$ cat config.mk
export PLATFORM = sky130hd
export DESIGN_NAME = efsa_top
export DESIGN_NICKNAME = d
export VERILOG_FILES = /design/src/efsa_fifo.v /design/src/efsa_top.v
export VERILOG_INCLUDE_DIRS = /design/src /design/src/src
export SDC_FILE = /design/constraint.sdc
export NUM_CORES = 1
export LEC_CHECK = 0
export BUFFER_PORTS_ARGS = -buffer_cell sky130_fd_sc_hd__buf_2
export CORE_ASPECT_RATIO = 0.5
export CORE_MARGIN = 2
export CORE_UTILIZATION = 40
export DETAILED_ROUTE_END_ITERATION = 16
export PLACE_DENSITY = 0.63
export SYNTH_ARGS = -nofsm -noshare
export SYNTH_HDL_FRONTEND = slang
export SYNTH_SLANG_ARGS = --single-unit
$ cat constraint.sdc
create_clock -name sys_clk -period 3.5 [get_ports sys_clk]
set_input_delay 0.7 -clock sys_clk [delete_from_list [all_inputs] [get_ports sys_clk]]
set_output_delay 0.7 -clock sys_clk [all_outputs]
set_load 0.01 [all_outputs]
$ cat src/efsa_defs.vh
// constants for the e1 framer with frame sync and alarm aggregation
// assumes a 250 MHz sys_clk and an apb master with 32-bit data
//
// Functional notes
// - e1 line at 2.048 MHz, framed, payload ones
// - frame marker pulses once per frame, 8 kHz
// - logic clock 2.048 MHz, coherent with line
// - realign on first bit edge after sync rises
// - reference monitor output high unless condition present
// - operation alarm output high unless alarm present
// - line disabled when cesium operation indication drops
// - alarm on reference, lock or output loss
// - alarm lights lamp, lowers flag, energises relay
// - relay contacts: normal 2-3, alarm 1-3
// - synth-only fault shows lock and alarm lamps
// - detect each frame start, one marker each
`ifndef EFSA_DEFS_VH
`define EFSA_DEFS_VH

// ------------------------------------------------------------
// clocking and timing
// ------------------------------------------------------------
`define EFSA_SYS_CLK_KHZ   18'd250000
`define EFSA_SYS_CLK_MHZ   250
`define EFSA_HALF_STEP_KHZ 18'd4096
`define EFSA_LOSS_NS       1000
`define EFSA_LOSS_CYC      ((`EFSA_LOSS_NS * `EFSA_SYS_CLK_MHZ + 999) / 1000)

// ------------------------------------------------------------
// frame structure
// ------------------------------------------------------------
`define EFSA_LAST_BIT      3'h7
`define EFSA_LAST_SLOT     5'h1F
`define EFSA_LAST_FRAME    4'hF
`define EFSA_SLOT_SIG      5'h10
`define EFSA_OCT_FAS       8'h9B
`define EFSA_OCT_NFAS      8'hDF
`define EFSA_OCT_MAS       8'h0B
`define EFSA_OCT_IDLE      8'hFF
`define EFSA_CABLE_OK      4'h7

// ------------------------------------------------------------
// register map
// ------------------------------------------------------------
`define EFSA_ADDR_CTRL     8'h00
`define EFSA_ADDR_STATUS   8'h04
`define EFSA_ADDR_FRAMES   8'h08
`define EFSA_ADDR_SYNCS    8'h0C
`define EFSA_CTRL_LINE_EN  0
`define EFSA_CTRL_SYNC_EN  1
`define EFSA_CTRL_RESET    2'h3

`endif

$ cat src/efsa_fifo.v
// small synchronous fifo with valid/ready on both sides
// assumes one clock, synchronous active-high reset and flush
`timescale 1ns/100ps
module efsa_fifo #(
  parameter WIDTH = 8,
  parameter DEPTH = 8,
  parameter AW    = 3
) (
  input  wire             sys_clk,
  input  wire             rst,
  input  wire             flush,
  input  wire             inValid,
  output wire             inReady,
  input  wire [WIDTH-1:0] inData,
  output wire             outValid,
  input  wire             outReady,
  output wire [WIDTH-1:0] outData
);

  // ------------------------------------------------------------
  // storage and pointers
  // ------------------------------------------------------------
  reg [WIDTH-1:0] mem [0:DEPTH-1]; // word storage
  reg [AW-1:0]    wrPtr_q;         // next write slot
  reg [AW-1:0]    rdPtr_q;         // next read slot
  reg [AW:0]      count_q;         // words held

  wire push = inValid & inReady;   // accepted write
  wire pop  = outValid & outReady; // accepted read

  assign inReady  = (count_q != DEPTH[AW:0]);
  assign outValid = (count_q != {(AW+1){1'b0}});
  assign outData  = mem[rdPtr_q];

  // write into storage
  always @(posedge sys_clk) begin
    if (push) begin
      mem[wrPtr_q] <= inData;
    end
  end

  // pointer and occupancy update, flush empties at once
  always @(posedge sys_clk) begin
    if (rst | flush) begin
      wrPtr_q <= {AW{1'b0}};
      rdPtr_q <= {AW{1'b0}};
      count_q <= {(AW+1){1'b0}};
    end else begin
      if (push) begin
        wrPtr_q <= wrPtr_q + 1'b1;
      end
      if (pop) begin
        rdPtr_q <= rdPtr_q + 1'b1;
      end
      if (push & ~pop) begin
        count_q <= count_q + 1'b1;
      end else if (pop & ~push) begin
        count_q <= count_q - 1'b1;
      end
    end
  end

endmodule

$ cat src/efsa_top.v
// e1 framed all-ones generator with frame marker, sync and alarms
// assumes synchronous inputs, an apb master, and the cesium
// module status levels as plain inputs
`timescale 1ns/100ps
`include "efsa_defs.vh"
module efsa_top (
  input  wire        sys_clk,
  input  wire        rst,
  input  wire        psel,
  input  wire        penable,
  input  wire        pwrite,
  input  wire [7:0]  paddr,
  input  wire [31:0] pwdata,
  output reg  [31:0] prdata_q,
  output reg         pready_q,
  output reg         pslverr_q,
  input  wire        frameAlignInputN,
  input  wire        refPresent,
  input  wire        pllLocked,
  input  wire        cesiumOperating,
  input  wire        cesiumLocked,
  input  wire        cesiumMonitorCond,
  input  wire [3:0]  cableSelect,
  output reg         lineClk_q,
  output reg         linePos_q,
  output reg         lineNeg_q,
  output reg         frameStartPulseOut_q,
  output reg         refMonitorOk_q,
  output reg         operationFaultFlagN_q,
  output reg         alarmLamp_q,
  output reg         lockLamp_q,
  output reg         relayOn_q,
  output reg         contact1to3_q,
  output reg         contact2to3_q
);

  // ------------------------------------------------------------
  // octet content for a given frame and slot
  // ------------------------------------------------------------
  function [7:0] octetFor;
    input [3:0] frame;
    input [4:0] slot;
    begin
      if (slot == 5'h00) begin
        octetFor = frame[0] ? `EFSA_OCT_NFAS : `EFSA_OCT_FAS;
      end else if (slot == `EFSA_SLOT_SIG && frame == 4'h0) begin
        octetFor = `EFSA_OCT_MAS;
      end else begin
        octetFor = `EFSA_OCT_IDLE;
      end
    end
  endfunction

  // ------------------------------------------------------------
  // state
  // ------------------------------------------------------------
  reg [17:0] acc_q;          // fractional half-bit accumulator
  reg [1:0]  ctrl_q;         // line enable, sync enable
  reg [31:0] frameCount_q;   // frames started
  reg [31:0] syncCount_q;    // realignments done
  reg        alignPrev_q;    // last sample of sync input
  reg        syncPend_q;     // realign waits for bit edge
  reg [2:0]  bitIdx_q;       // bit within slot
  reg [4:0]  slotIdx_q;      // slot within frame
  reg [3:0]  frameIdx_q;     // frame within multiframe
  reg [7:0]  shReg_q;        // remaining bits of octet
  reg        lineBit_q;      // current line bit
  reg        polarity_q;     // ami mark polarity
  reg        underrun_q;     // sticky fifo underrun
  reg [4:0]  genSlot_q;      // generator slot
  reg [3:0]  genFrame_q;     // generator frame
  reg [8:0]  lossCnt_q;      // cycles since last bit edge

  // ------------------------------------------------------------
  // tick generation
  // ------------------------------------------------------------
  wire [17:0] accSum   = acc_q + `EFSA_HALF_STEP_KHZ;
  wire        halfTick = (accSum >= `EFSA_SYS_CLK_KHZ);
  wire        bitTick  = halfTick & ~lineClk_q; // clock rises
  wire        doAlign  = bitTick & syncPend_q;
  wire        lastBit  = (bitIdx_q == `EFSA_LAST_BIT);
  wire        lastSlot = (slotIdx_q == `EFSA_LAST_SLOT);

  // fifo hookup
  wire       genValid = 1'b1;   // generator always has an octet
  wire       genReady;          // fifo has room
  wire       octValid;          // octet available
  wire [7:0] octData;           // octet at head
  wire       octPop = bitTick & ~doAlign & lastBit;
  wire [7:0] nextOct = octValid ? octData : `EFSA_OCT_IDLE;
  wire [7:0] fasOct  = `EFSA_OCT_FAS; // alignment octet loaded on realign

  // alarm causes
  wire outLost    = (lossCnt_q >= `EFSA_LOSS_CYC);
  wire synthAlarm = ~refPresent | ~pllLocked | outLost;
  wire cesAlarm   = ~cesiumOperating;
  wire lineOn     = ctrl_q[`EFSA_CTRL_LINE_EN] & cesiumOperating;

  // apb decode
  wire apbAcc   = psel & penable & pready_q;
  wire apbWr    = apbAcc & pwrite;
  wire mapped   = (paddr == `EFSA_ADDR_CTRL) | (paddr == `EFSA_ADDR_STATUS) |
                  (paddr == `EFSA_ADDR_FRAMES) | (paddr == `EFSA_ADDR_SYNCS);
  wire syncClr  = apbWr & (paddr == `EFSA_ADDR_SYNCS);
  wire [31:0] status = {19'h0, cesiumLocked, cableSelect,
                        underrun_q, (cableSelect == `EFSA_CABLE_OK),
                        lineOn, cesAlarm, synthAlarm, outLost,
                        ~pllLocked, ~refPresent};

  // ------------------------------------------------------------
  // octet buffer between generator and serializer
  // ------------------------------------------------------------
  efsa_fifo #(
    .WIDTH (8),
    .DEPTH (8),
    .AW    (3)
  ) u_fifo (
    .sys_clk  (sys_clk),
    .rst      (rst),
    .flush    (doAlign),
    .inValid  (genValid),
    .inReady  (genReady),
    .inData   (octetFor(genFrame_q, genSlot_q)),
    .outValid (octValid),
    .outReady (octPop),
    .outData  (octData)
  );

  // ------------------------------------------------------------
  // line clock from fractional accumulator
  // ------------------------------------------------------------
  // half-bit ticks at 4.096 MHz with no long-term drift
  always @(posedge sys_clk) begin
    if (rst) begin
      acc_q     <= 18'h00000;
      lineClk_q <= 1'b0;
    end else begin
      acc_q <= halfTick ? accSum - `EFSA_SYS_CLK_KHZ : accSum;
      if (halfTick) begin
        lineClk_q <= ~lineClk_q;
      end
    end
  end

  // ------------------------------------------------------------
  // octet generator, stalls while the fifo is full
  // ------------------------------------------------------------
  always @(posedge sys_clk) begin
    if (rst) begin
      genSlot_q  <= 5'h00;
      genFrame_q <= 4'h0;
    end else if (doAlign) begin
      // serializer loads slot 0 itself, restart behind it
      genSlot_q  <= 5'h01;
      genFrame_q <= 4'h0;
    end else if (genReady) begin
      genSlot_q <= genSlot_q + 5'h01;
      if (genSlot_q == `EFSA_LAST_SLOT) begin
        genFrame_q <= genFrame_q + 4'h1;
      end
    end
  end

  // ------------------------------------------------------------
  // frame sync input edge capture
  // ------------------------------------------------------------
  // the far end returns the pulse high; act on the next bit edge
  always @(posedge sys_clk) begin
    if (rst) begin
      alignPrev_q <= 1'b1;
      syncPend_q  <= 1'b0;
    end else begin
      alignPrev_q <= frameAlignInputN;
      if (~alignPrev_q & frameAlignInputN & ctrl_q[`EFSA_CTRL_SYNC_EN]) begin
        syncPend_q <= 1'b1;
      end else if (bitTick) begin
        syncPend_q <= 1'b0;
      end
    end
  end

  // ------------------------------------------------------------
  // serializer and frame position
  // ------------------------------------------------------------
  always @(posedge sys_clk) begin
    if (rst) begin
      bitIdx_q   <= `EFSA_LAST_BIT;
      slotIdx_q  <= `EFSA_LAST_SLOT;
      frameIdx_q <= `EFSA_LAST_FRAME;
      shReg_q    <= `EFSA_OCT_IDLE;
      lineBit_q  <= 1'b1;
      underrun_q <= 1'b0;
    end else if (doAlign) begin
      // new frame boundary starts with this bit
      bitIdx_q   <= 3'h0;
      slotIdx_q  <= 5'h00;
      frameIdx_q <= 4'h0;
      lineBit_q  <= fasOct[7];
      shReg_q    <= {fasOct[6:0], 1'b0};
    end else if (bitTick) begin
      bitIdx_q <= bitIdx_q + 3'h1;
      if (lastBit) begin
        slotIdx_q <= slotIdx_q + 5'h01;
        if (lastSlot) begin
          frameIdx_q <= frameIdx_q + 4'h1;
        end
        lineBit_q <= nextOct[7];
        shReg_q   <= {nextOct[6:0], 1'b0};
        if (~octValid) begin
          underrun_q <= 1'b1;
        end
      end else begin
        lineBit_q <= shReg_q[7];
        shReg_q   <= {shReg_q[6:0], 1'b0};
      end
    end
  end

  // ------------------------------------------------------------
  // line drive and frame marker
  // ------------------------------------------------------------
  // ami marks follow each bit edge; disable drops both rails at once
  always @(posedge sys_clk) begin
    if (rst) begin
      linePos_q            <= 1'b0;
      lineNeg_q            <= 1'b0;
      polarity_q           <= 1'b0;
      frameStartPulseOut_q <= 1'b0;
      frameCount_q         <= 32'h00000000;
    end else begin
      if (~lineOn) begin
        linePos_q <= 1'b0;
        lineNeg_q <= 1'b0;
      end else if (bitTick) begin
        // the bit taking effect is the one the serializer loads now
        linePos_q <= 1'b0;
        lineNeg_q <= 1'b0;
      end else if (halfTick == 1'b0 && lossCnt_q == 9'h001) begin
        linePos_q  <= lineBit_q & ~polarity_q;
        lineNeg_q  <= lineBit_q & polarity_q;
        polarity_q <= polarity_q ^ lineBit_q;
      end
      if (bitTick) begin
        // high for the whole first bit of slot 0
        frameStartPulseOut_q <= doAlign | (lastBit & lastSlot);
        if (doAlign | (lastBit & lastSlot)) begin
          frameCount_q <= frameCount_q + 32'h00000001;
        end
      end
    end
  end

  // ------------------------------------------------------------
  // output loss watchdog
  // ------------------------------------------------------------
  // bit edges come every 122 or 123 cycles; a long gap means lost output
  always @(posedge sys_clk) begin
    if (rst) begin
      lossCnt_q <= 9'h000;
    end else if (bitTick) begin
      lossCnt_q <= 9'h000;
    end else if (~outLost) begin
      lossCnt_q <= lossCnt_q + 9'h001;
    end
  end

  // ------------------------------------------------------------
  // alarm outputs, follow causes every cycle
  // ------------------------------------------------------------
  always @(posedge sys_clk) begin
    if (rst) begin
      refMonitorOk_q        <= 1'b1;
      operationFaultFlagN_q <= 1'b1;
      alarmLamp_q           <= 1'b0;
      lockLamp_q            <= 1'b0;
      relayOn_q             <= 1'b0;
      contact1to3_q         <= 1'b0;
      contact2to3_q         <= 1'b1;
    end else begin
      refMonitorOk_q        <= ~cesiumMonitorCond;
      operationFaultFlagN_q <= ~(synthAlarm | cesAlarm);
      alarmLamp_q           <= synthAlarm | cesAlarm;
      lockLamp_q            <= cesiumLocked;
      relayOn_q             <= synthAlarm;
      contact1to3_q         <= synthAlarm;
      contact2to3_q         <= ~synthAlarm;
    end
  end

  // ------------------------------------------------------------
  // apb slave, no wait states
  // ------------------------------------------------------------
  // pready rises in the first access cycle; write and read then
  always @(posedge sys_clk) begin
    if (rst) begin
      pready_q  <= 1'b0;
      pslverr_q <= 1'b0;
      prdata_q  <= 32'h00000000;
      ctrl_q    <= `EFSA_CTRL_RESET;
    end else begin
      pready_q  <= psel & ~pready_q & (penable | ~penable) & ~apbAcc;
      pslverr_q <= psel & ~pready_q & ~apbAcc & ~mapped;
      if (psel & ~pready_q & ~apbAcc) begin
        case (paddr)
          `EFSA_ADDR_CTRL:   prdata_q <= {30'h0, ctrl_q};
          `EFSA_ADDR_STATUS: prdata_q <= status;
          `EFSA_ADDR_FRAMES: prdata_q <= frameCount_q;
          `EFSA_ADDR_SYNCS:  prdata_q <= syncCount_q;
          default:           prdata_q <= 32'h00000000;
        endcase
      end
      if (apbWr & (paddr == `EFSA_ADDR_CTRL)) begin
        ctrl_q <= pwdata[1:0];
      end
    end
  end

  // realignment counter, a count in the clearing cycle wins
  always @(posedge sys_clk) begin
    if (rst) begin
      syncCount_q <= 32'h00000000;
    end else if (doAlign) begin
      syncCount_q <= syncClr ? 32'h00000001 : syncCount_q + 32'h00000001;
    end else if (syncClr) begin
      syncCount_q <= 32'h00000000;
    end
  end

endmodule

-- After elaboration in Yosys (flattened, before gate mapping)
Memories as Yosys holds them, arrays and structs flattened. A register that Yosys moved wholly into a read port is not among the register bits.
Cells that the tools add are included.
- bits in registers: 177
- bits in latches: 0
- memories: 1
- input port bits: 55
- output and inout bits: 45
- memory bits (read-only): 0
- logic and storage cells: 156
- RAM bits: 64
- memory list (name ; words ; bits a word ; read ports ; clocked after memory_dff ; wr ports ; RTL line ; text):
    u_fifo.mem ; 8 ; 8 ; 1 ; 1 ; 1 ; efsa_fifo.v:23 ; reg [WIDTH-1:0] mem [0:DEPTH-1];
- multipliers: 0
- eq/ne operators: 10
- shifts and indexed selects: 0
- bitwise gates (word level): 49
- $lt $le $gt $ge: 2
- mux-type cells: 28
- divide/modulo/power cells: 0
- $add $sub $neg: 13
- reductions and logical operators: 20
- operators with widths (kind ; number):
    case mux 32 bit (4 select lines) ; 1
    2-to-1 mux 32 bit ; 3
    adder 32 x 1 -> 32 bit, second input constant ; 2
    2-to-1 mux 8 bit ; 6
    AND 1 bit ; 21
    NOT 1 bit ; 19
    adder 18 x 13 -> 18 bit, second input constant ; 1
    >= comparator 18 bit, second input constant ; 1
    2-to-1 mux 18 bit ; 1
    subtractor 18 bit, second input constant ; 1
    == test 8 x 4 -> 1 bit, second input constant ; 2
    == test 5 bit, second input constant ; 3
    2-to-1 mux 5 bit ; 3
    2-to-1 mux 3 bit ; 4
    nonzero test 2 bit ; 6
    adder 5 x 1 -> 5 bit, second input constant ; 2
    adder 3 x 1 -> 3 bit, second input constant ; 3
    adder 9 x 1 -> 9 bit, second input constant ; 1
    == test 9 x 1 -> 1 bit, second input constant ; 1
    >= comparator 9 x 8 -> 1 bit, second input constant ; 1
    adder 4 x 1 -> 4 bit, second input constant ; 2
    == test 8 x 3 -> 1 bit, second input constant ; 1
    zero test 8 bit ; 1
    2-to-1 mux 4 bit ; 2
    17 further kinds ; 34

-- Longest topological paths before layout
- depth after elaboration: 11
- mapped depth: 16

-- Cells and area by module
Synthesis repeated with hierarchy kept, for this count alone.
- cells, all modules: 1084
- area total of the unflattened synthesis: 10924.2 um^2
- modules (own cells, without submodules) (module ; area each (um^2) ; sequential area each (um^2) ; cells an instance ; instances):
    efsa_top ; 7798.7 ; 3263.1 ; 916 ; 1
    efsa_fifo ; 3125.5 ; 2182.1 ; 168 ; 1

-- Worst setup path before layout
OpenSTA, ideal clock, no wires.
- kind: register to register
- from: register acc_q[4]
- to: register u_fifo.count_q[3]
- data arrival time: 2.895 ns
- cell stages (with the launch flop): 17
- data required time: 3.372 ns
- slack: 0.478 ns
- path buffers: 1
- cells stage by stage: dfxtp_1 > inv_1 > ha_1 > nor2b_1 > o21a_1 > o21ai_0 > clkbuf_1 > nand3_1 > ha_1 > inv_1 > ha_1 > a21o_1 > a21oi_1 > xnor2_1 > nor2_1 > xnor2_1 > nor2_1
- word-level cells in the longest chain between the ends: 11
- ends and longest elaborated chain (element ; RTL line ; text):
    start: declaration ; efsa_top.v:57 ; reg [17:0] acc_q;
    start signal: assignment ; efsa_top.v:138 ; acc_q <= halfTick ? accSum - `EFSA_SYS_CLK_KHZ : accSum;
    adder 18 x 13 -> 18 bit (no source line) (*) ; n/a ;
    >= comparator 18 bit (no source line) (*) ; n/a ;
    AND 1 bit (*) ; efsa_top.v:79 ; wire bitTick = halfTick & ~lineClk_q;
    AND 1 bit ; efsa_top.v:80 ; wire doAlign = bitTick & syncPend_q;
    NOT 1 bit (no source line) ; n/a ;
    AND 1 bit (2 in a row) ; efsa_top.v:89 ; wire octPop = bitTick & ~doAlign & lastBit;
    AND 1 bit ; efsa_fifo.v:29 ; wire pop = outValid & outReady;
    NOT 1 bit ; efsa_fifo.v:55 ; if (push & ~pop) begin
    AND 1 bit ; efsa_fifo.v:55 ;
    2-to-1 mux 4 bit or nonzero test 2 bit (tied branches) ; n/a ;
    end signal: assignment ; efsa_fifo.v:47 ; count_q <= {(AW+1){1'b0}};
    end signal: assignment ; efsa_fifo.v:56 ; count_q <= count_q + 1'b1;
    end signal: assignment ; efsa_fifo.v:58 ; count_q <= count_q - 1'b1;
    end: declaration ; efsa_fifo.v:26 ; reg [AW:0] count_q;
Every way passes the cells marked *; elsewhere a longest branch is shown, timed or not.
A chain may end at the register's enable or synchronous reset.

-- Worst setup path in the final report
- from: register acc_q[12]
- to: register u_fifo.count_q[3]
Same word-level chain as after synthesis.

==> out/results.tsv <==
metric	value	unit
fp.dieW	219	microns
worst_ep_required_time	3.80	ns
synth_warnings	0	
routabilityCongestion	0.882	
ys_seq_area_share	45.7	%
htreeDepth	4	
drt-pass1-iter-count	5	
worst_slew_pin_slew	0.908	ns
grt_use_total	17.6	%
post-cts-setup-buffer-count	0	
synth_top_area_cell	dfxtp_1	
netlist_area	0.00928	sq mm
preCtsSetupSlack	0.506	ns
worstPathArrival	3.30	ns
clkTransAtPathRegs	0.07	ns
setup_tns	0	ns
fp.coreArea	0.0228	sq mm
maxCapViolCount	0	
cts_tree	yes	
hpwl	14600	microns
drc	0	
syn_inst	1024	
finalHoldViolCount	0	
ys_types	61	
cp_max_fo	7	
dieArea	0.0245	sq mm
p_leak	0.00392	uW
worst_clock_skew	0.0164	ns
wl_per_cell	15.1	microns
die_h	112	microns
rsz0062_at_grt	false	
synth_top_cell_area_share	38.0	%
areaGrowthSynthToFinish	13.4	%
cts-root-buf	clkbuf_16	
rows	39	
grt_max_degree	88	
synthTopCellsByCount	176 x dfxtp_1, 121 x nor2_1, 65 x nand2_1	
placedInstanceArea	0.00991	sq mm
cts_made_buffers	17	
async_reset_ff_share	0	%
drt-total-wl	20900	microns
grt_pass1_vias	7168	
whs	0.415	ns
syn_nets	1105	
final_area	0.0105	sq mm
drv_slew	0	
end_kind	register	
final_antenna_net_count	0	
place_inst	1358	
via_per_inst	5.44	
syn-mean-instance-area	9.07	sq um
instances_no_fill	1390	
via_count	7558	
cts_resized	0	
power.density	450	mW/mm^2
layout.nets	1151	
critical_path_class	register to register	
clock_path_buffers	2	
overflow	0	
ys.flop_type	dfxtp_1	
io-pin-count	100	
fmax	0.334	GHz
hold_class	primary input to register	
synth.area.top_cells	dfxtp_1 38%, edfxtp_1 7.8%, nor2_1 4.9%	
synth_seq_cells	200	
outcome	complete, no violations	
cts_sinks	200	
drt_iter0_markers	460	
grt_antenna_before_repair	0	
peakVddDrop	0.000364	V
grt_first_pass_wirelength	35100	microns
slew_headroom	39.5	%
synth_edf_count	24	
finalSetupViolCount	0	
initial_utilization	40.7	%
synth_most_common_cell	dfxtp_1	
critPathLaunchType	register	
diodes	0	
clk_latency	0.45	ns
drive_gt1_share	14.7	%
finalCritPeriodShare	85.6	%
hold_buffers	0	
fin_ws	0.505	ns
portBuffers	69	
period_needed	3.00	ns
==> power by group <==
part           switching [uW]  total, uW  internal (uW)
Sequential               32.9       2400           2370
Combinational             185        287            102
Clock                     959       2050           1090
==> sequential cells by signal, indices dropped and copies added (netlist names), 4 cells and up, named ones only <==
signal,count
frameCount_q,32
prdata_q,32
syncCount_q,32
u_fifo.mem,24
acc_q,14
lossCnt_q,9
shReg_q,8
genSlot_q,5
slotIdx_q,5
genFrame_q,4
u_fifo.count_q,4
==> cells in the final DEF, fill, tap and decap left out, drive strengths merged, types with 6 or more instances in the layout <==
master,n
dfxtp,176
nor2,121
buf,87
nand2,65
a21oi,59
inv,52
o21ai,46
nand3,40
nand4,37
xor2,33
a22oi,31
or3,30
mux2,27
xnor2,26
ha,25
nor3,25
edfxtp,24
clkbuf,17
and3,16
nor4,15
or4,15
o31ai,9
and2,8
nand2b,8
and4,8
mux4,8
mux2i,6
a211o,6
==> path summary, 6_finish.rpt <==
| kind | depth (start not counted) | slack [ns] | endpoint | start |
|---|---|---|---|---|
| worst max-delay path | 14 | 0.50 | u_fifo.count_q[3]$_SDFFE_PP0P_ | acc_q[12]$_SDFF_PP0_ |
| worst max register to register | 14 | 0.50 | u_fifo.count_q[3]$_SDFFE_PP0P_ | acc_q[12]$_SDFF_PP0_ |
| worst min register to register | 1 | 0.46 | shReg_q[0]$_SDFFE_PP1P_ | shReg_q[0]$_SDFFE_PP1P_ |
| worst min-delay path | 2 | 0.42 | refMonitorOk_q$_SDFF_PP1_ | cesiumMonitorCond |
==> area by class of cell <==
class                   instances  area, sq um
fillers                      2153        12300
multi-input cells             720         4640
flip-flops and latches        200         4240
repair buffers                 87          483
clock buffers                  17          425
well taps                     307          384
clock inverters                15          186
inverters                      44          165
==> worst max-delay path, stage by stage, from the launching register on <==
cell     delay [ns]
dfxtp_1        0.44
inv_1          0.10
ha_1           0.36
a41oi_1        0.25
o21ai_2        0.13
nand3_1        0.21
ha_1           0.24
inv_1          0.10
ha_1           0.28
a21o_1         0.18
a21oi_1        0.16
xnor2_1        0.14
nor2_1         0.07
xnor2_1        0.14
nor2_1         0.05
==> through the flow <==
stage	total power [uW]	util (%)
6_report	4740	46.2
5_1_grt	4920	46.2
4_1_cts	4780	46.2
3_5_place_dp	2740	43.5
3_3_place_gp	2730	43.5
2_1_floorplan	2640	-
==> cells by family (layout without fill, tap and decap cells) <==
| logic type | after synthesis | after routing | share of synthesized area, % |
|---|---|---|---|
| compound gates | 186 | 186 | 12.4 |
| xor+xnor | 59 | 59 | 5.57 |
| fa+ha+maj | 26 | 26 | 3.59 |
| buf+inv | 104 | 163 | 4.37 |
| flops | 200 | 200 | 45.7 |
| mux | 41 | 41 | 5.86 |
| simple gates | 408 | 408 | 22.5 |
==> per-layer routing <==
metal | up-vias | global-route usage (%) | part of all wire, %
li1 | 3767 | - | -
met1 | 3644 | 22.6 | 47
met2 | 120 | 29.9 | 48
met3 | 27 | 3.55 | 3.6
met4 | 0 | 5.54 | 1.6
met5 | - | 0 | 0
(Power assumes the default switching activity.)
